<file path="config.mk">
export PLATFORM = sky130hd
export DESIGN_NAME = fnps_steer
export DESIGN_NICKNAME = d
export VERILOG_FILES = /design/src/logic/fnps_pkg.sv /design/src/logic/fnps_steer.sv /design/src/logic/fnps_mode_seek.sv
export SDC_FILE = /design/constraint.sdc
export NUM_CORES = 1
export LEC_CHECK = 0
export BUFFER_PORTS_ARGS = -buffer_cell sky130_fd_sc_hd__buf_2
export CAP_MARGIN = 20
export CORE_AREA = 2 2 209 211
export DETAILED_ROUTE_END_ITERATION = 16
export DIE_AREA = 0 0 211 213
export HOLD_SLACK_MARGIN = 0.05
export PLACE_DENSITY = 0.63
export SETUP_SLACK_MARGIN = 0.4
export SYNTH_ARGS = -nofsm -noshare
export SYNTH_HDL_FRONTEND = slang
export SYNTH_SLANG_ARGS = --single-unit
export TNS_END_PERCENT = 1
</file>
<file path="constraint.sdc">
create_clock -name sys_clk_i -period 4.3 [get_ports sys_clk_i]
set_clock_uncertainty 0.05 [all_clocks]
set_input_delay 0.43 -clock sys_clk_i [delete_from_list [all_inputs] [get_ports sys_clk_i]]
set_output_delay 0.43 -clock sys_clk_i [all_outputs]
set_load 0.05 [all_outputs]
</file>
<file path="src/logic/fnps_pkg.sv">
// fnps_pkg: word, class and mode types for the fabric node port steering block.
// assumes one clock domain; all users refer to items as fnps_pkg::name.
package fnps_pkg;

  localparam int WORD_W = 32;
  localparam int ID_W = 24;
  // well-known identifier of the port's own controller
  localparam logic [23:0] CTL_ADDR = 24'hfffffe;
  localparam logic [23:0] ID_ZERO = 24'h000000;

  typedef enum logic [2:0] {
    K_IDLE,
    K_PSIG,
    K_PSEQ,
    K_LIP,
    K_SOF,
    K_DATA,
    K_EOF
  } fnps_kind_e;

  typedef enum logic [1:0] {
    C_2,
    C_3,
    C_F,
    C_OTHER
  } fnps_cls_e;

  typedef enum logic [1:0] {
    M_NONE,
    M_LOOP,
    M_ISL,
    M_P2P
  } fnps_mode_e;

  // one transport word; cls, did, sid and lmgmt are meaningful on K_SOF only
  typedef struct packed {
    logic vld;
    fnps_kind_e kind;
    fnps_cls_e cls;
    logic lmgmt;
    logic [ID_W-1:0] did;
    logic [ID_W-1:0] sid;
    logic [WORD_W-1:0] dat;
  } fnps_word_s;

endpackage

</file>
<file path="src/logic/fnps_steer.sv">
// fnps_steer: admits, filters and steers frames between an attached node
// port (or loop) and the switch construct, for point-to-point or loop mode.
// assumes all word streams come from logic on sys_clk_i; no back-pressure.
`timescale 1ns/1ns

module fnps_steer #(
  parameter bit CLS2_EN = 1'b1,
  parameter bit CLS3_EN = 1'b1,
  parameter bit LOCAL_BRIDGE = 1'b0,
  parameter logic [23:0] LC_ADDR = fnps_pkg::CTL_ADDR
) (
  input wire logic sys_clk_i,
  input wire logic resetn_i,
  input wire logic link_up_i,
  input wire logic mode_ok_i,
  input wire logic mode_fail_i,
  input wire logic peer_bridge_i,
  input fnps_pkg::fnps_word_s lnk_in_i,
  input fnps_pkg::fnps_word_s sw_in_i,
  output fnps_pkg::fnps_word_s sw_o,
  output fnps_pkg::fnps_word_s lc_o,
  output fnps_pkg::fnps_word_s lnk_out_o,
  output fnps_pkg::fnps_word_s icf_o,
  output logic fan_req_o,
  output fnps_pkg::fnps_mode_e mode_o,
  output logic mode_locked_o
);

  // at least one user class must be served
  if (!(CLS2_EN || CLS3_EN)) begin : g_cls_chk
    $error("fnps_steer: no user class enabled");
  end

  typedef enum {
    D_NONE,
    D_SW,
    D_LC,
    D_DROP
  } fnps_dst_e;

  fnps_pkg::fnps_mode_e mode;
  logic locked;
  logic fabric;
  logic loop_m;

  fnps_mode_seek #(
    .LOCAL_BRIDGE(LOCAL_BRIDGE)
  ) u_seek (
    .sys_clk_i(sys_clk_i),
    .resetn_i(resetn_i),
    .link_up_i(link_up_i),
    .ok_i(mode_ok_i),
    .fail_i(mode_fail_i),
    .peer_bridge_i(peer_bridge_i),
    .mode_o(mode),
    .locked_o(locked)
  );

  assign loop_m = (mode == fnps_pkg::M_LOOP);
  assign fabric = loop_m || (mode == fnps_pkg::M_P2P);

  function automatic logic cls_ok(input fnps_pkg::fnps_cls_e c);
    cls_ok = (c == fnps_pkg::C_2 && CLS2_EN) || (c == fnps_pkg::C_3 && CLS3_EN);
  endfunction

  // inbound: link -> switch construct or link control
  fnps_dst_e in_dst_ff;
  fnps_dst_e nxt_in_dst;
  fnps_pkg::fnps_word_s sw_ff;
  fnps_pkg::fnps_word_s nxt_sw;
  fnps_pkg::fnps_word_s lc_ff;
  fnps_pkg::fnps_word_s nxt_lc;
  logic sid_lock_ff;
  logic nxt_sid_lock;
  logic [23:0] sid_ff;
  logic [23:0] nxt_sid;
  fnps_dst_e dst;

  always_comb begin
    nxt_in_dst = in_dst_ff;
    nxt_sw = '0;
    nxt_lc = '0;
    nxt_sid_lock = sid_lock_ff;
    nxt_sid = sid_ff;
    dst = in_dst_ff;
    // forget the attached node whenever the port leaves point-to-point
    if (mode != fnps_pkg::M_P2P) begin
      nxt_sid_lock = 1'b0;
    end
    if (lnk_in_i.vld) begin
      case (lnk_in_i.kind)
        fnps_pkg::K_SOF: begin
          if (!fabric || lnk_in_i.cls == fnps_pkg::C_F) begin
            dst = D_DROP;
          end else if (!cls_ok(lnk_in_i.cls)) begin
            dst = D_DROP;
          end else if (mode == fnps_pkg::M_P2P && sid_lock_ff && lnk_in_i.sid != sid_ff) begin
            dst = D_DROP;
          end else if (lnk_in_i.did == LC_ADDR) begin
            dst = D_LC;
          end else begin
            dst = D_SW;
          end
          // loop mode keeps no source lock, so many loop nodes share the link
          if (mode == fnps_pkg::M_P2P && !sid_lock_ff && dst != D_DROP) begin
            nxt_sid_lock = 1'b1;
            nxt_sid = lnk_in_i.sid;
          end
          nxt_in_dst = dst;
        end
        fnps_pkg::K_DATA,
        fnps_pkg::K_EOF: begin
          if (lnk_in_i.kind == fnps_pkg::K_EOF) begin
            nxt_in_dst = D_NONE;
          end
        end
        fnps_pkg::K_LIP: begin
          dst = D_NONE;
          if (loop_m) begin
            nxt_lc = lnk_in_i;
          end
        end
        default: dst = D_NONE;
      endcase
      // words of a frame follow the choice made at its start
      if (lnk_in_i.kind == fnps_pkg::K_SOF || lnk_in_i.kind == fnps_pkg::K_DATA ||
          lnk_in_i.kind == fnps_pkg::K_EOF) begin
        if (dst == D_SW) begin
          nxt_sw = lnk_in_i;
        end else if (dst == D_LC) begin
          nxt_lc = lnk_in_i;
        end
      end else begin
        // a stray R_RDY would corrupt credit on some other port's link
        nxt_sw.vld = 1'b1;
        nxt_sw.kind = fnps_pkg::K_IDLE;
      end
    end
  end

  always_ff @(posedge sys_clk_i or negedge resetn_i) begin
    if (!resetn_i) begin
      in_dst_ff <= D_NONE;
      sw_ff <= '0;
      lc_ff <= '0;
      sid_lock_ff <= 1'b0;
      sid_ff <= fnps_pkg::ID_ZERO;
    end else begin
      in_dst_ff <= nxt_in_dst;
      sw_ff <= nxt_sw;
      lc_ff <= nxt_lc;
      sid_lock_ff <= nxt_sid_lock;
      sid_ff <= nxt_sid;
    end
  end

  // outbound: switch construct -> link or internal control
  logic out_icf_ff;
  logic nxt_out_icf;
  logic out_drop_ff;
  logic nxt_out_drop;
  fnps_pkg::fnps_word_s lnk_ff;
  fnps_pkg::fnps_word_s nxt_lnk;
  fnps_pkg::fnps_word_s icf_ff;
  fnps_pkg::fnps_word_s nxt_icf;
  fnps_pkg::fnps_mode_e mode_q_ff;
  logic fan_ff;
  logic nxt_fan;
  logic to_icf;
  logic to_drop;

  always_comb begin
    nxt_out_icf = out_icf_ff;
    nxt_out_drop = out_drop_ff;
    nxt_lnk = '0;
    nxt_icf = '0;
    to_icf = out_icf_ff;
    to_drop = out_drop_ff;
    if (sw_in_i.vld && sw_in_i.kind == fnps_pkg::K_SOF) begin
      to_icf = (sw_in_i.cls == fnps_pkg::C_F) || (loop_m && sw_in_i.lmgmt);
      to_drop = !to_icf && !fabric;
      nxt_out_icf = to_icf;
      nxt_out_drop = to_drop;
    end
    if (sw_in_i.vld) begin
      if (sw_in_i.kind == fnps_pkg::K_SOF || sw_in_i.kind == fnps_pkg::K_DATA ||
          sw_in_i.kind == fnps_pkg::K_EOF) begin
        if (to_icf) begin
          nxt_icf = sw_in_i;
        end else if (!to_drop) begin
          nxt_lnk = sw_in_i;
        end
        if (sw_in_i.kind == fnps_pkg::K_EOF) begin
          nxt_out_icf = 1'b0;
          nxt_out_drop = 1'b0;
        end
      end else begin
        nxt_lnk.vld = 1'b1;
        nxt_lnk.kind = fnps_pkg::K_IDLE;
      end
    end
    // announce the fabric address each time loop mode is entered
    nxt_fan = loop_m && (mode_q_ff != fnps_pkg::M_LOOP);
  end

  always_ff @(posedge sys_clk_i or negedge resetn_i) begin
    if (!resetn_i) begin
      out_icf_ff <= 1'b0;
      out_drop_ff <= 1'b0;
      lnk_ff <= '0;
      icf_ff <= '0;
      mode_q_ff <= fnps_pkg::M_NONE;
      fan_ff <= 1'b0;
    end else begin
      out_icf_ff <= nxt_out_icf;
      out_drop_ff <= nxt_out_drop;
      lnk_ff <= nxt_lnk;
      icf_ff <= nxt_icf;
      mode_q_ff <= mode;
      fan_ff <= nxt_fan;
    end
  end

  assign sw_o = sw_ff;
  assign lc_o = lc_ff;
  assign lnk_out_o = lnk_ff;
  assign icf_o = icf_ff;
  assign fan_req_o = fan_ff;
  assign mode_o = mode;
  assign mode_locked_o = locked;

  property p_no_f_out;
    @(posedge sys_clk_i) disable iff (!resetn_i)
    lnk_out_o.vld && lnk_out_o.kind == fnps_pkg::K_SOF |-> lnk_out_o.cls != fnps_pkg::C_F;
  endproperty
  a_no_f_out: assert property (p_no_f_out) else $error("class F sent to node");

  property p_f_blocked;
    @(posedge sys_clk_i) disable iff (!resetn_i)
    lnk_in_i.vld && lnk_in_i.kind == fnps_pkg::K_SOF && lnk_in_i.cls == fnps_pkg::C_F
      |=> !(sw_o.vld && sw_o.kind == fnps_pkg::K_SOF) && !(lc_o.vld && lc_o.kind == fnps_pkg::K_SOF);
  endproperty
  a_f_blocked: assert property (p_f_blocked) else $error("class F admitted");

  property p_prim_idle;
    @(posedge sys_clk_i) disable iff (!resetn_i)
    lnk_in_i.vld && (lnk_in_i.kind == fnps_pkg::K_PSIG || lnk_in_i.kind == fnps_pkg::K_PSEQ)
      |=> sw_o.vld && sw_o.kind == fnps_pkg::K_IDLE;
  endproperty
  a_prim_idle: assert property (p_prim_idle) else $error("primitive not idled");

  property p_own_ctl;
    @(posedge sys_clk_i) disable iff (!resetn_i)
    loop_m && lnk_in_i.vld && lnk_in_i.kind == fnps_pkg::K_SOF && lnk_in_i.did == LC_ADDR &&
      cls_ok(lnk_in_i.cls) |=> lc_o.vld && lc_o.kind == fnps_pkg::K_SOF && !sw_o.vld;
  endproperty
  a_own_ctl: assert property (p_own_ctl) else $error("controller frame misrouted");

  property p_to_switch;
    @(posedge sys_clk_i) disable iff (!resetn_i)
    loop_m && lnk_in_i.vld && lnk_in_i.kind == fnps_pkg::K_SOF && lnk_in_i.did != LC_ADDR &&
      cls_ok(lnk_in_i.cls) |=> sw_o.vld && sw_o.kind == fnps_pkg::K_SOF && sw_o.did == $past(lnk_in_i.did);
  endproperty
  a_to_switch: assert property (p_to_switch) else $error("frame not sent to switch");

  property p_icf_f;
    @(posedge sys_clk_i) disable iff (!resetn_i)
    sw_in_i.vld && sw_in_i.kind == fnps_pkg::K_SOF && sw_in_i.cls == fnps_pkg::C_F
      |=> icf_o.vld && icf_o.kind == fnps_pkg::K_SOF;
  endproperty
  a_icf_f: assert property (p_icf_f) else $error("class F not to internal");

  property p_lmgmt;
    @(posedge sys_clk_i) disable iff (!resetn_i)
    loop_m && sw_in_i.vld && sw_in_i.kind == fnps_pkg::K_SOF && sw_in_i.lmgmt
      |=> icf_o.vld && !lnk_out_o.vld;
  endproperty
  a_lmgmt: assert property (p_lmgmt) else $error("loop service not to internal");

  property p_lip;
    @(posedge sys_clk_i) disable iff (!resetn_i)
    loop_m && lnk_in_i.vld && lnk_in_i.kind == fnps_pkg::K_LIP
      |=> lc_o.vld && lc_o.kind == fnps_pkg::K_LIP ##1 !(sw_o.vld && sw_o.kind == fnps_pkg::K_LIP);
  endproperty
  a_lip: assert property (p_lip) else $error("loop init not to link control");

  property p_fan;
    @(posedge sys_clk_i) disable iff (!resetn_i)
    loop_m && $past(mode) != fnps_pkg::M_LOOP |=> fan_req_o;
  endproperty
  a_fan: assert property (p_fan) else $error("no address notice on loop entry");

endmodule

</file>
<file path="src/logic/fnps_mode_seek.sv">
// fnps_mode_seek: walks the port through its trial modes until one sticks.
// assumes the trial outcome strobes are one-cycle pulses on sys_clk_i.
`timescale 1ns/1ns
module fnps_mode_seek #(
  parameter bit LOCAL_BRIDGE = 1'b0
) (
  input wire logic sys_clk_i,
  input wire logic resetn_i,
  input wire logic link_up_i,
  input wire logic ok_i,
  input wire logic fail_i,
  input wire logic peer_bridge_i,
  output fnps_pkg::fnps_mode_e mode_o,
  output logic locked_o
);

  fnps_pkg::fnps_mode_e mode_ff;
  fnps_pkg::fnps_mode_e nxt_mode;
  logic locked_ff;
  logic nxt_locked;
  logic pair_bad;

  // a bridge may not pair with a bridge
  assign pair_bad = LOCAL_BRIDGE && peer_bridge_i;

  always_comb begin
    nxt_mode = mode_ff;
    nxt_locked = locked_ff;
    if (!link_up_i) begin
      nxt_mode = fnps_pkg::M_NONE;
      nxt_locked = 1'b0;
    end else if (!locked_ff) begin
      case (mode_ff)
        fnps_pkg::M_NONE: nxt_mode = fnps_pkg::M_LOOP;
        fnps_pkg::M_LOOP: begin
          if (ok_i) begin
            nxt_locked = 1'b1;
          end else if (fail_i) begin
            nxt_mode = fnps_pkg::M_ISL;
          end
        end
        fnps_pkg::M_ISL: begin
          if (ok_i && !pair_bad) begin
            nxt_locked = 1'b1;
          end else if (fail_i || ok_i) begin
            nxt_mode = fnps_pkg::M_P2P;
          end
        end
        fnps_pkg::M_P2P: begin
          if (ok_i) begin
            nxt_locked = 1'b1;
          end else if (fail_i) begin
            nxt_mode = fnps_pkg::M_LOOP;
          end
        end
        default: nxt_mode = fnps_pkg::M_NONE;
      endcase
    end
  end

  always_ff @(posedge sys_clk_i or negedge resetn_i) begin
    if (!resetn_i) begin
      mode_ff <= fnps_pkg::M_NONE;
      locked_ff <= 1'b0;
    end else begin
      mode_ff <= nxt_mode;
      locked_ff <= nxt_locked;
    end
  end

  assign mode_o = mode_ff;
  assign locked_o = locked_ff;

  property p_loop_first;
    @(posedge sys_clk_i) disable iff (!resetn_i)
    link_up_i && mode_ff == fnps_pkg::M_NONE |=> mode_ff == fnps_pkg::M_LOOP;
  endproperty
  a_loop_first: assert property (p_loop_first) else $error("trial did not start in loop");

  property p_bridge_pair;
    @(posedge sys_clk_i) disable iff (!resetn_i)
    link_up_i && !locked_ff && mode_ff == fnps_pkg::M_ISL && pair_bad && ok_i
      |=> !locked_ff && mode_ff == fnps_pkg::M_P2P;
  endproperty
  a_bridge_pair: assert property (p_bridge_pair) else $error("bridge pair accepted");

endmodule

</file>
# == Word-level counts from Yosys, hierarchy flattened ==
# Index checks and enable logic that the tools add are counted.
# word_totals
register_bits,413
in_bits,180
out_inout_bits,352
wordCells,146
# classes
eq_ne,28
muxes,53
reduce_logical,28
# op_table
operator,count
$mux 87,14
$mux 83,2
$mux 32,4
$pmux 32 s2,2
$eq 32x2->1 const B,1
$eq 32x3->1 const B,1
$ne 32x3->1 const B,1
$eq 24x24->1 const B,1
$mux 2,12
$ne 24x24->1,1
$eq 3x3->1 const B,6
$mux 1,16
$ne 3x3->1 const B,5
$logic_or 1x1->1,9
$eq 2x2->1 const B,4
$logic_and 1x1->1,8
$mux 4,2
$pmux 2 s4,1
$reduce_and 7->1,1
$ne 2x2->1 const B,3
$reduce_and 3->1,2
$eq 2x1->1 const B,2
$logic_not 2->1,2
$eq 3x2->1 const B,1
other kinds (6),8

# == Longest topological paths before layout ==
# Gate-level depths: netlist (run 1).
# logic_depth
depth_word,15
ltp_mapped,10
depth_no_buf,8

# == Cells and area by module ==
# A second synthesis (run 1) with hierarchy kept.
# hier_totals
hier_cells,917
area_unflattened_um2,13320.3
# by_module_without_submodules
mod,instances,cells_per_inst,area_per_inst_um2,seq_area_each_um2
fnps_steer,1,892,13088.8,9509.1
fnps_mode_seek,1,25,231.5,75.1

# == Worst setup path after synthesis (run 1) ==
# OpenSTA, ideal clock, no wires.
# synth_path
path_kind,reg2reg
start,register u_seek.mode_ff[0] (netlist: u_seek.mode_o[0])
end,register sw_ff (netlist bit sw_o[46])
setup_time_ps,123
t_arrival_ps,2444
required_ps,4127
path_slack_ps,1683
path_stages_with_launch,10
period_less_slack_ps,2617
cell_sequence,dfrtp_1 > ha_1 > nor2_1 > or3_1 > o31ai_1 > a211o_1 > clkbuf_1 > buf_2 > buf_2 > nor3_1
# synth_lines
item,line_no,text
"start, declared",fnps_mode_seek.sv:17,fnps_pkg::fnps_mode_e mode_ff;
"start signal, assigned",fnps_mode_seek.sv:63,mode_ff <= fnps_pkg::M_NONE;
"start signal, assigned",fnps_mode_seek.sv:66,mode_ff <= nxt_mode;
"end signal, assigned",fnps_steer.sv:150,sw_ff <= nxt_sw;
"end, declared",fnps_steer.sv:69,fnps_pkg::fnps_word_s sw_ff;

==> impl_metrics.json, run 1 <==
{
  "final_cell_mix": "buf_2 (529), dfrtp_1 (383), and2_1 (252)",
  "timing.fmax_mhz": 308.6,
  "power.density_nw_per_um2": 460.5,
  "syn2layout_area_growth_pct": 43.98,
  "grt_max_degree": 137,
  "worstReg2RegStart": "sid_ff[6]$_DFFE_PN0P_",
  "place_area_um2": 16500,
  "synth_seq_area_share_pct": 72.68,
  "final_area_um2": 18990,
  "synth_top_cell_area_share_pct": 72.68,
  "cts-root-buf": "clkbuf_16",
  "clk_pin_slew_ns": 0.06,
  "gp_congestion": 0.7885,
  "hpwlAfterDp_mm": 27.47,
  "arrival_ns": 3.64,
  "ys_ff_latch": 383,
  "viasPerCell": 4.263,
  "p_int_mw": 6.245,
  "final_common_cell": "buf_2",
  "synth_enable_flop_cells": 0,
  "syn_avg_cell_area_um2": 12.85,
  "placementRows": 76,
  "endpoint": "sw_o[69]$_DFF_PN0_",
  "layout.cells.non_filler": 2256,
  "hold_slack_ns": 0.08450,
  "cp-startpoint": "sid_ff[6]$_DFFE_PN0P_",
  "r2r-end": "sw_o[69]$_DFF_PN0_",
  "status": "finished, final reports clean",
  "finalWirelength_mm": 39.05,
  "path_class": "flip-flop to flip-flop",
  "core_um2": 42700,
  "ys_top_cells_by_area": "dfrtp_1 (73%), and2_1 (12%), nor3_1 (2.9%)",
  "cp-end-kind": "flip-flop",
  "die_h_um": 213,
  "cts_tree": "done",
  "synth_fp_nets": 1210,
  "syn_inst": 1026,
  "finalSetupTns_ns": 0,
  "ant_nets": 0,
  "die_w_um": 211,
  "leakage_nw": 10.82,
  "cts_resized": 0,
  "start_kind": "flip-flop",
  "grt_pass1_wl_mm": 58.02,
  "ys_types": 42,
  "start_util_pct": 30.89,
  "synth.largest_area_cell": "dfrtp_1",
  "critPathSlowestCell": "or4b_1",
  "setup_viol": 0,
  "worst_ep_required_time_ns": 4.70,
  "die-area_um2": 44940,
  "p_sw_mw": 2.498,
  "hold_viol": 0,
  "wl_per_cell_um": 17.31,
  "worst_hold_path_type": "primary input to flip-flop",
  "drv_cap": 0,
  "dr.pass1.iters": 4,
  "cp_cell_sequence": "xnor2_1 > nand4_1 > nor4_1 > a31oi_1 > or4b_1 > a31o_4 > buf_4 > nor3_1",
  "slew_violations": 0,
  "layout.nets": 1865,
  "p_comb_share_pct": 15.9,
  "vias": 9618,
  "drc": 0,
  "relSlewSlack_pct": 30.05,
  "grt_overflow": 0,
  "ios": 532,
  "rr_worst_depth": 8,
  "swShare_pct": 28.57,
  "cts_buffers": 41,
  "drt_iter0_markers": 618,
  "utilization_pct": 44.47,
  "critPathMaxFanout": 72,
  "clock_sinks": 383,
  "dp_cells": 2068,
  "yosysWarningCount": 0,
  "synthArstFlopShare_pct": 100.0,
  "fin_crit_sh_pct": 75.36,
  "layout-drive-gt1-share_pct": 36.71,
  "clkPwrFrac_pct": 39.8,
  "critical_path.max_stage_delay_ns": 0.58,
  "synth_top_flop_cell": "dfrtp_1",
  "grtUsageTotal_pct": 16.90,
  "r2r_setup_slack_ns": 1.06,
  "antenna_found_initial": 2,
  "tightest_slew_ns": 1.049,
  "rsz0062_at_grt": "no",
  "clk_latency_ns": 0.55,
  "synthesis.area_um2": 13190,
  "seqPwrFrac_pct": 44.3,
  "portBuffers": 530,
  "ir_drop_mv": 0.4352,
  "h-tree-depth": 2,
  "grt_pass1_vias": 10159,
  "cts_buffer_depth": 3,
  "finalCriticalPeriod_ns": 3.241
}
area by class of cell:
cell class                      instances  area, um^2
Fill cell                            3871       23710
Sequential cell                       383        9584
Timing Repair Buffer                  665        3991
Multi-Input combinational cell        501        3070
Clock buffer                           55        1149
Tap cell                              546       683.2
Inverter                               89       334.1
Clock inverter                         15       170.2
Antenna cell                            2       5.005
power by group through the flow:
stage / clock network (mW) / logic (mW) / registers [mW]
6_report: 3.48 / 1.39 / 3.88
5_1_grt: 3.72 / 1.50 / 3.89
4_1_cts: 3.58 / 1.41 / 3.88
3_5_place_dp: 0 / 1.32 / 3.94
3_3_place_gp: 0 / 1.31 / 3.94
2_1_floorplan: 0 / 0.351 / 4.42
what timing repair did:
| item | 4_1_cts | 5_1_grt |
|---|---|---|
| hold buffers | 116 | 0 |
| endpoints found under the hold margin | 316 | 0 |
| endpoints found under the setup margin | 0 | 0 |
| buffers inserted | 0 | 0 |
worst max-delay path, delay by kind of cell, from the launching register on:
| family | cells | cell delay (ns) |
|---|---|---|
| and+or+nand+nor | 4 | 1.31 |
| AOI/OAI and AO/OA | 2 | 0.80 |
| buffers and inverters | 1 | 0.35 |
| xor gates and xnor gates | 1 | 0.23 |
| DFF | 1 | 0.39 |
how the worst min path moves through the flow:
stage	startpoint	end	slack, ns	depth (start not counted)
finish	sw_in_i[40]	lnk_out_o[40]$_DFF_PN0_	0.08	2
global route	sw_in_i[40]	lnk_out_o[40]$_DFF_PN0_	0.05	2
CTS	sw_in_i[82]	icf_o[82]$_DFF_PN0_	0.05	2
detailed placement	u_seek.mode_o[1]$_DFFE_PN0P_	mode_q_ff[1]$_DFF_PN0_	0.41	0
global placement	u_seek.mode_o[1]$_DFFE_PN0P_	mode_q_ff[1]$_DFF_PN0_	0.40	0
floorplan	resetn_i	fan_req_o$_DFF_PN0_	0.08	0
through the flow:
step                      setup slack [ns]  power (mW)
after floorplan                      1.683       4.768
after CTS                            1.013       8.864
after detailed placement            0.8827       5.264
after global routing                0.8023       9.116
final                                1.059       8.743
after global placement              0.9214       5.244
synth_stat cells, types with 2 or more instances:
cell type	n
clkbuf_1	33
nand2_1	36
xnor2_1	16
clkbuf_2	5
and2_1	252
nor2_1	13
buf_6	3
a21boi_0	4
o21ai_0	31
nor3_2	9
dfrtp_1	383
nand4_1	10
and3_1	2
inv_1	88
or3_1	2
xor2_1	8
nor4_1	4
o21a_1	2
nor3_1	77
nand3b_1	3
ha_1	4
a21oi_1	6
nand3_1	2
nor2b_1	4
buf_2	12
routing by layer:
metal	track usage, %	share of wire (%)
met1	19.55	39
met2	28.90	49
met3	6.192	8.3
met4	5.852	2.8
met5	0	0.031
sequential cells by signal, indices dropped and copies added (netlist names):
| signal | count |
|---|---|
| icf_o | 87 |
| u_seek.mode_o | 2 |
| sid_ff | 24 |
| mode_q_ff | 2 |
| sw_o | 87 |
| fan_req_o | 1 |
| out_drop_ff | 1 |
| lnk_out_o | 87 |
| in_dst_ff | 2 |
| out_icf_ff | 1 |
| sid_lock_ff | 1 |
| lc_o | 87 |
| u_seek.locked_o | 1 |
cell families (layout without fill, tap and decap cells):
group | after synthesis | in the layout | share of synthesized area [%]
and+or+nand+nor | 418 | 418 | 18.50
DFF | 383 | 383 | 72.68
buffers and inverters | 142 | 824 | 4.374
AOI/OAI and AO/OA | 55 | 55 | 2.476
xor gates and xnor gates | 24 | 24 | 1.594
adders and majority gates | 4 | 4 | 0.3795
other | 0 | 2 | 0
Power figures use the tool's default switching activity.
==> inputs of run 2 (changes only) <==
Settings changed: ABC_AREA set to 1, CORE_AREA 2 2 209 211 to 2 2 207 209, DIE_AREA 0 0 211 213 to 0 0 209 211, PLACE_DENSITY 0.63 to 0.65.
Clock period 4.3 ns to 2.97 ns, I/O delays scaled along.
==> run 2 against run 1 <==
Worst hold slack improved by 0.031 ns; highest routed layer is now met4; critical endpoint is now lnk_out_o[63]$_DFF_PN0_; final cell count is 11% higher; combinational power increased by 66%; largest power group unchanged; global-route usage increased by 0.32 points.
==> impl_metrics.json, run 2 <==
{
  "setup_viol": 0,
  "cp_cell_sequence": "ha_1 > buf_4 > a22oi_1 > a21oi_1 > inv_2 > nand2_1 > nor3_4 > inv_4 > buf_12 > nor2_1",
  "critPathSlowestCell": "dfrtp_1",
  "ant_nets": 0,
  "synthArstFlopShare_pct": 100.0,
  "finalCriticalPeriod_ns": 2.377,
  "layout-drive-gt1-share_pct": 33.74,
  "ys_types": 29,
  "drc": 0,
  "finalWirelength_mm": 39.45,
  "status": "finished, final reports clean",
  "ir_drop_mv": 0.5311,
  "leakage_nw": 11.67,
  "core_um2": 41760,
  "synth_top_family_by_area": "simple AND/OR/NAND/NOR gates",
  "gp_congestion": 0.8971,
  "drv_cap": 0,
  "slew_violations": 0,
  "rsz0062_at_grt": "yes",
  "fin_crit_sh_pct": 80.02,
  "synth-xor-area-share_pct": 0.1356,
  "critical_path.max_stage_delay_ns": 0.44,
  "clk_pin_slew_ns": 0.06,
  "synth.mux.area_fraction_pct": 0,
  "cts_buffers": 41,
  "drt_iter0_markers": 625,
  "synth.largest_area_cell": "dfrtp_1",
  "ys_top_cells_by_area": "dfrtp_1 (74%), nor2_1 (10%), inv_1 (5.7%)",
  "path_class": "flip-flop to flip-flop",
  "vias": 10455,
  "critPathBufInv": 4,
  "tightest_slew_ns": 0.6234,
  "yosysMostFrequentCell": "dfrtp_1",
  "die_w_um": 209,
  "final_cell_mix": "buf_2 (529), dfrtp_1 (382), nor2_1 (358)",
  "hold_slack_ns": 0.1157,
  "syn_inst": 1192,
  "die_h_um": 211,
  "cp-end-kind": "flip-flop",
  "wl_per_cell_um": 15.78,
  "grt_max_degree": 101,
  "syn2layout_area_growth_pct": 51.03,
  "dr.pass1.iters": 5,
  "placementRows": 75,
  "yosys.area_share.adder_pct": 0.3874,
  "relSlewSlack_pct": 58.00,
  "finalSetupTns_ns": 0,
  "synth_top_cell_area_share_pct": 74.18,
  "die-area_um2": 44100,
  "critPathMaxFanout": 55,
  "h-tree-depth": 2,
  "clock_sinks": 383,
  "synth_fp_nets": 1376,
  "synth_enable_flop_cells": 0,
  "cts-root-buf": "clkbuf_16",
  "antenna_found_initial": 1,
  "cts_buffer_depth": 3,
  "worst_hold_path_type": "primary input to flip-flop",
  "ys_ff_latch": 383,
  "portBuffers": 530,
  "hold_viol": 0,
  "start_util_pct": 30.94,
  "start_kind": "flip-flop",
  "layout.nets": 2113,
  "synth_seq_area_share_pct": 74.18,
  "final_common_cell": "buf_2",
  "final_area_um2": 19510,
  "synthesis.area_um2": 12920,
  "grt_pass1_wl_mm": 58.91,
  "ios": 532,
  "hpwlAfterDp_mm": 26.83,
  "cts_tree": "done",
  "power.density_nw_per_um2": 664.6,
  "timing.fmax_mhz": 420.7,
  "synth_top_flop_cell": "dfrtp_1",
  "synth-simple-area-share_pct": 15.48,
  "place_area_um2": 16270,
  "arrival_ns": 2.79,
  "worst_ep_required_time_ns": 3.38,
  "clk_latency_ns": 0.55,
  "grt_pass1_vias": 10853,
  "syn_avg_cell_area_um2": 10.84,
  "critPathTopFamily": "buffers and inverters",
  "synth_compound_area_share_pct": 1.772,
  "viasPerCell": 4.182,
  "synthTopCellsByCount": "dfrtp_1 (383), nor2_1 (359), inv_1 (195)",
  "grtUsageTotal_pct": 17.21,
  "yosysWarningCount": 0,
  "grt_overflow": 0
}
[run 2: per-layer routing]
layer  up-vias  wire [um]  track usage [%]
li1       4936          -                -
met1      5058      15190            19.87
met2       349      20560            30.11
met3       112       1906            3.434
met4         0       1797            9.507
met5         -          0                0
[run 2: logic make-up after synthesis]
| group | count (synthesis) |
|---|---|
| adder cells (fa/ha/maj) | 4 |
| AND/OR/NAND/NOR | 509 |
| AO/OA/AOI/OAI | 40 |
| flip-flops | 383 |
| buffers and inverters | 254 |
| XOR/XNOR | 2 |
[run 2: power by group]
group	switching [mW]	total (mW)	internal [mW]
clock	2.04	5.04	3.00
combinational	1.67	2.31	0.635
sequential	0.109	5.62	5.51
[run 2: final timing paths]
| kind | from | to | slack (ns) | depth (start not counted) |
|---|---|---|---|---|
| max | u_seek.mode_o[0]$_DFFE_PN0P_ | lnk_out_o[63]$_DFF_PN0_ | 0.59 | 10 |
| min | sw_in_i[85] | out_drop_ff$_DFF_PN0_ | 0.12 | 4 |
| max reg2reg | u_seek.mode_o[0]$_DFFE_PN0P_ | lnk_out_o[63]$_DFF_PN0_ | 0.59 | 10 |
| min reg2reg | mode_q_ff[0]$_DFF_PN0_ | fan_req_o$_DFF_PN0_ | 0.38 | 1 |
| max in group asynchronous | resetn_i | icf_o[78]$_DFF_PN0_ | 1.68 | 3 |
| min in group asynchronous | resetn_i | lnk_out_o[26]$_DFF_PN0_ | 0.24 | 2 |
[run 2: timing repair]
action,in CTS,in global routing
setup buffers,0,4
resized for setup,1,8
gates cloned,0,2
setup endpoints to repair,47,160
endpoints found under the hold margin,435,0
pin swaps,0,1
hold buffers,179,0
[run 2: area by class of cell]
type                            count  area [um^2]
Sequential cell                   383         9585
Clock buffer                       57         1199
Tap cell                          539        674.4
Fill cell                        3731        22250
Inverter                          213        802.0
Multi-Input combinational cell    556         2337
Antenna cell                        2        5.005
Clock inverter                     16        142.6
Timing Repair Buffer              734         4767
[run 2: stage by stage]
stage               power (mW)  utilization, %  cells  setup WS (ns)
floorplan                7.063               -   1192         0.6381
global placement         7.750           38.97   2240         0.3285
detailed placement       7.788           38.97   2240         0.2219
CTS                      13.07           46.49   2492         0.4160
global route             13.49           46.72   2499         0.3767
finish                   12.97           46.73   2500         0.5933
[run 2: worst reg2reg max path, cell delays in order (launching register included)]
cell     delay [ns]
dfrtp_1        0.44
ha_1           0.25
buf_4          0.16
a22oi_1        0.25
a21oi_1        0.11
inv_2          0.10
nand2_1        0.13
nor3_4         0.21
inv_4          0.16
buf_12         0.22
nor2_1         0.19
==> inputs of run 3 (changes only) <==
Settings changed: PLACE_DENSITY 0.65 to 0.63.
Clock period 2.97 ns to 2.2 ns, I/O delays scaled along.
==> run 3 against run 2 <==
Clock power increased by 39%; combinational power increased by 61%; sequential power increased by 35%; utilization increased by 3.0 points; critical path type unchanged.
==> impl_metrics.json, run 3 (synthesized netlist as in run 2, its figures left out) <==
{
  "layout.nets": 2158,
  "die_w_um": 209,
  "grtUsageMet2_pct": 32.26,
  "critPathMaxFanout": 12,
  "antenna_found_initial": 1,
  "relSlewSlack_pct": 43.96,
  "timing.fmax_mhz": 458.0,
  "clk_latency_ns": 0.55,
  "power.density_nw_per_um2": 882.9,
  "crit_path_frequent_cell": "nand2_2",
  "cts_tree": "done",
  "core_um2": 41760,
  "cts_buffer_depth": 3,
  "clk_pin_slew_ns": 0.07,
  "ios": 532,
  "grt_overflow": 0,
  "r2r_setup_slack_ns": 0.02,
  "cp_cell_sequence": "buf_4 > ha_4 > nor2_4 > nor2_1 > and2_1 > nand2_1 > nand2_2 > nand2_2 > nand2_2 > nand2_4 > nand2_8 > buf_12 > buf_16 > nor2_1",
  "finalPower_mw": 18.33,
  "critical_path.max_stage_delay_ns": 0.43,
  "grt_max_degree": 78,
  "clkPwrFrac_pct": 38.3,
  "die_h_um": 211,
  "dp_cells": 2264,
  "critPathSlowestCell": "dfrtp_2",
  "grt.met3_usage_pct": 4.951,
  "vias": 10819,
  "wl_per_cell_um": 16.73,
  "status": "finished, final reports clean",
  "drc": 0,
  "worst_hold_path_type": "primary input to flip-flop",
  "cp-end-kind": "flip-flop",
  "met1_usage_pct": 20.79,
  "path_class": "flip-flop to flip-flop",
  "h-tree-depth": 2,
  "drv_cap": 0,
  "seqPwrFrac_pct": 41.4,
  "placementRows": 75,
  "layout-drive-gt1-share_pct": 40.67,
  "die-area_um2": 44100,
  "grtUsageTotal_pct": 18.13,
  "leakage_nw": 12.13,
  "rsz0062_at_grt": "yes",
  "clock_sinks": 383,
  "gp_congestion": 0.8531,
  "drt_iter0_markers": 698,
  "dr.pass1.iters": 6,
  "arrival_ns": 2.59,
  "swShare_pct": 29.40,
  "cts_buffers": 40,
  "syn2layout_area_growth_pct": 60.71,
  "finalWirelength_mm": 42.58,
  "ir_drop_mv": 0.5889,
  "worst_ep_required_time_ns": 2.61,
  "p_int_mw": 12.94,
  "grt_pass1_vias": 11108,
  "viasPerCell": 4.251,
  "critPathBufInv": 3,
  "fin_crit_sh_pct": 99.26,
  "start_util_pct": 30.94,
  "start_kind": "flip-flop",
  "tightest_slew_ns": 0.8317,
  "p_comb_share_pct": 20.3,
  "critPathTopFamily": "simple AND/OR/NAND/NOR gates",
  "slew_violations": 0,
  "hold_viol": 0,
  "portBuffers": 530,
  "p_sw_mw": 5.390,
  "final_common_cell": "buf_2",
  "setup_viol": 0,
  "finalCriticalPeriod_ns": 2.184,
  "grt_pass1_wl_mm": 61.80,
  "layout.cells.non_filler": 2545,
  "cts-root-buf": "clkbuf_16",
  "final_cell_mix": "buf_2 (529), dfrtp_1 (381), nor2_1 (265)",
  "ant_nets": 0,
  "hpwlAfterDp_mm": 27.51,
  "grt.busiest_layer": "met2"
}
## run 3: metrics by stage
stage / worst slack (ns) / utilization, % / TNS [ns] / hold slack [ns] / cell area (um^2)
after floorplan: 0.2093 / - / 0 / -0.1256 / 13000
after CTS: 0.05998 / 48.19 / 0 / 0.01934 / 20130
after detailed placement: 0.01222 / 39.80 / 0 / 0.1321 / 16620
after global routing: -0.1002 / 49.71 / -3.425 / 0.07036 / 20760
after global placement: 0.01777 / 39.80 / 0 / 0.1273 / 16620
final: 0.01637 / 49.72 / 0 / 0.07129 / 20760
## run 3: final cells by class
cell class | count | area, um^2
fill | 3614 | 21000
sequential | 383 | 9587
timing repair buffer | 781 | 5569
multi-input combinational | 555 | 2740
clock buffer | 63 | 1250
inverter | 213 | 799.5
tap | 539 | 674.4
clock inverter | 9 | 138.9
antenna | 2 | 5.005
## run 3: timing repair
item,4_1_cts,5_1_grt
hold buffers,177,0
endpoints found under the hold margin,708,0
setup endpoints to repair,358,361
pin swaps,9,12
cloned,5,9
gates resized for setup,18,131
buffers inserted,11,5
## run 3: worst register-to-register path: stages, from the launching register on
cell and delay (ns):
dfrtp_2 0.43, buf_4 0.17, ha_4 0.17, nor2_4 0.12
nor2_1 0.08, and2_1 0.16, nand2_1 0.07, nand2_2 0.07
nand2_2 0.10, nand2_2 0.07, nand2_4 0.09, nand2_8 0.07
buf_12 0.16, buf_16 0.17, nor2_1 0.13
## run 3: worst paths after layout
| path | start | end | depth (start not counted) |
|---|---|---|---|
| max in group asynchronous | resetn_i | lc_o[29]$_DFF_PN0_ | 3 |
| min reg2reg | mode_q_ff[0]$_DFF_PN0_ | fan_req_o$_DFF_PN0_ | 1 |
| min | sw_in_i[84] | out_drop_ff$_DFF_PN0_ | 4 |
| min in group asynchronous | resetn_i | sw_o[59]$_DFF_PN0_ | 2 |
| max reg2reg | u_seek.mode_o[0]$_DFFE_PN0P_ | lc_o[27]$_DFF_PN0_ | 14 |
| max | u_seek.mode_o[0]$_DFFE_PN0P_ | lc_o[27]$_DFF_PN0_ | 14 |
## run 3: power by group through the flow
stage	Clock, mW	Sequential, mW	Combinational [mW]
CTS	7.18	7.58	3.56
floorplan	0	8.91	0.690
global placement	0	7.70	3.03
finish	7.02	7.58	3.73
detailed placement	0	7.71	3.06
global route	7.48	7.62	3.97
## run 3: per-layer routing
layer	wire [um]	vias up	part of all wire [%]
li1	-	5048	-
met1	16360	5286	38
met2	22000	404	52
met3	2874	79	6.8
met4	1332	2	3.1
met5	13	-	0.031
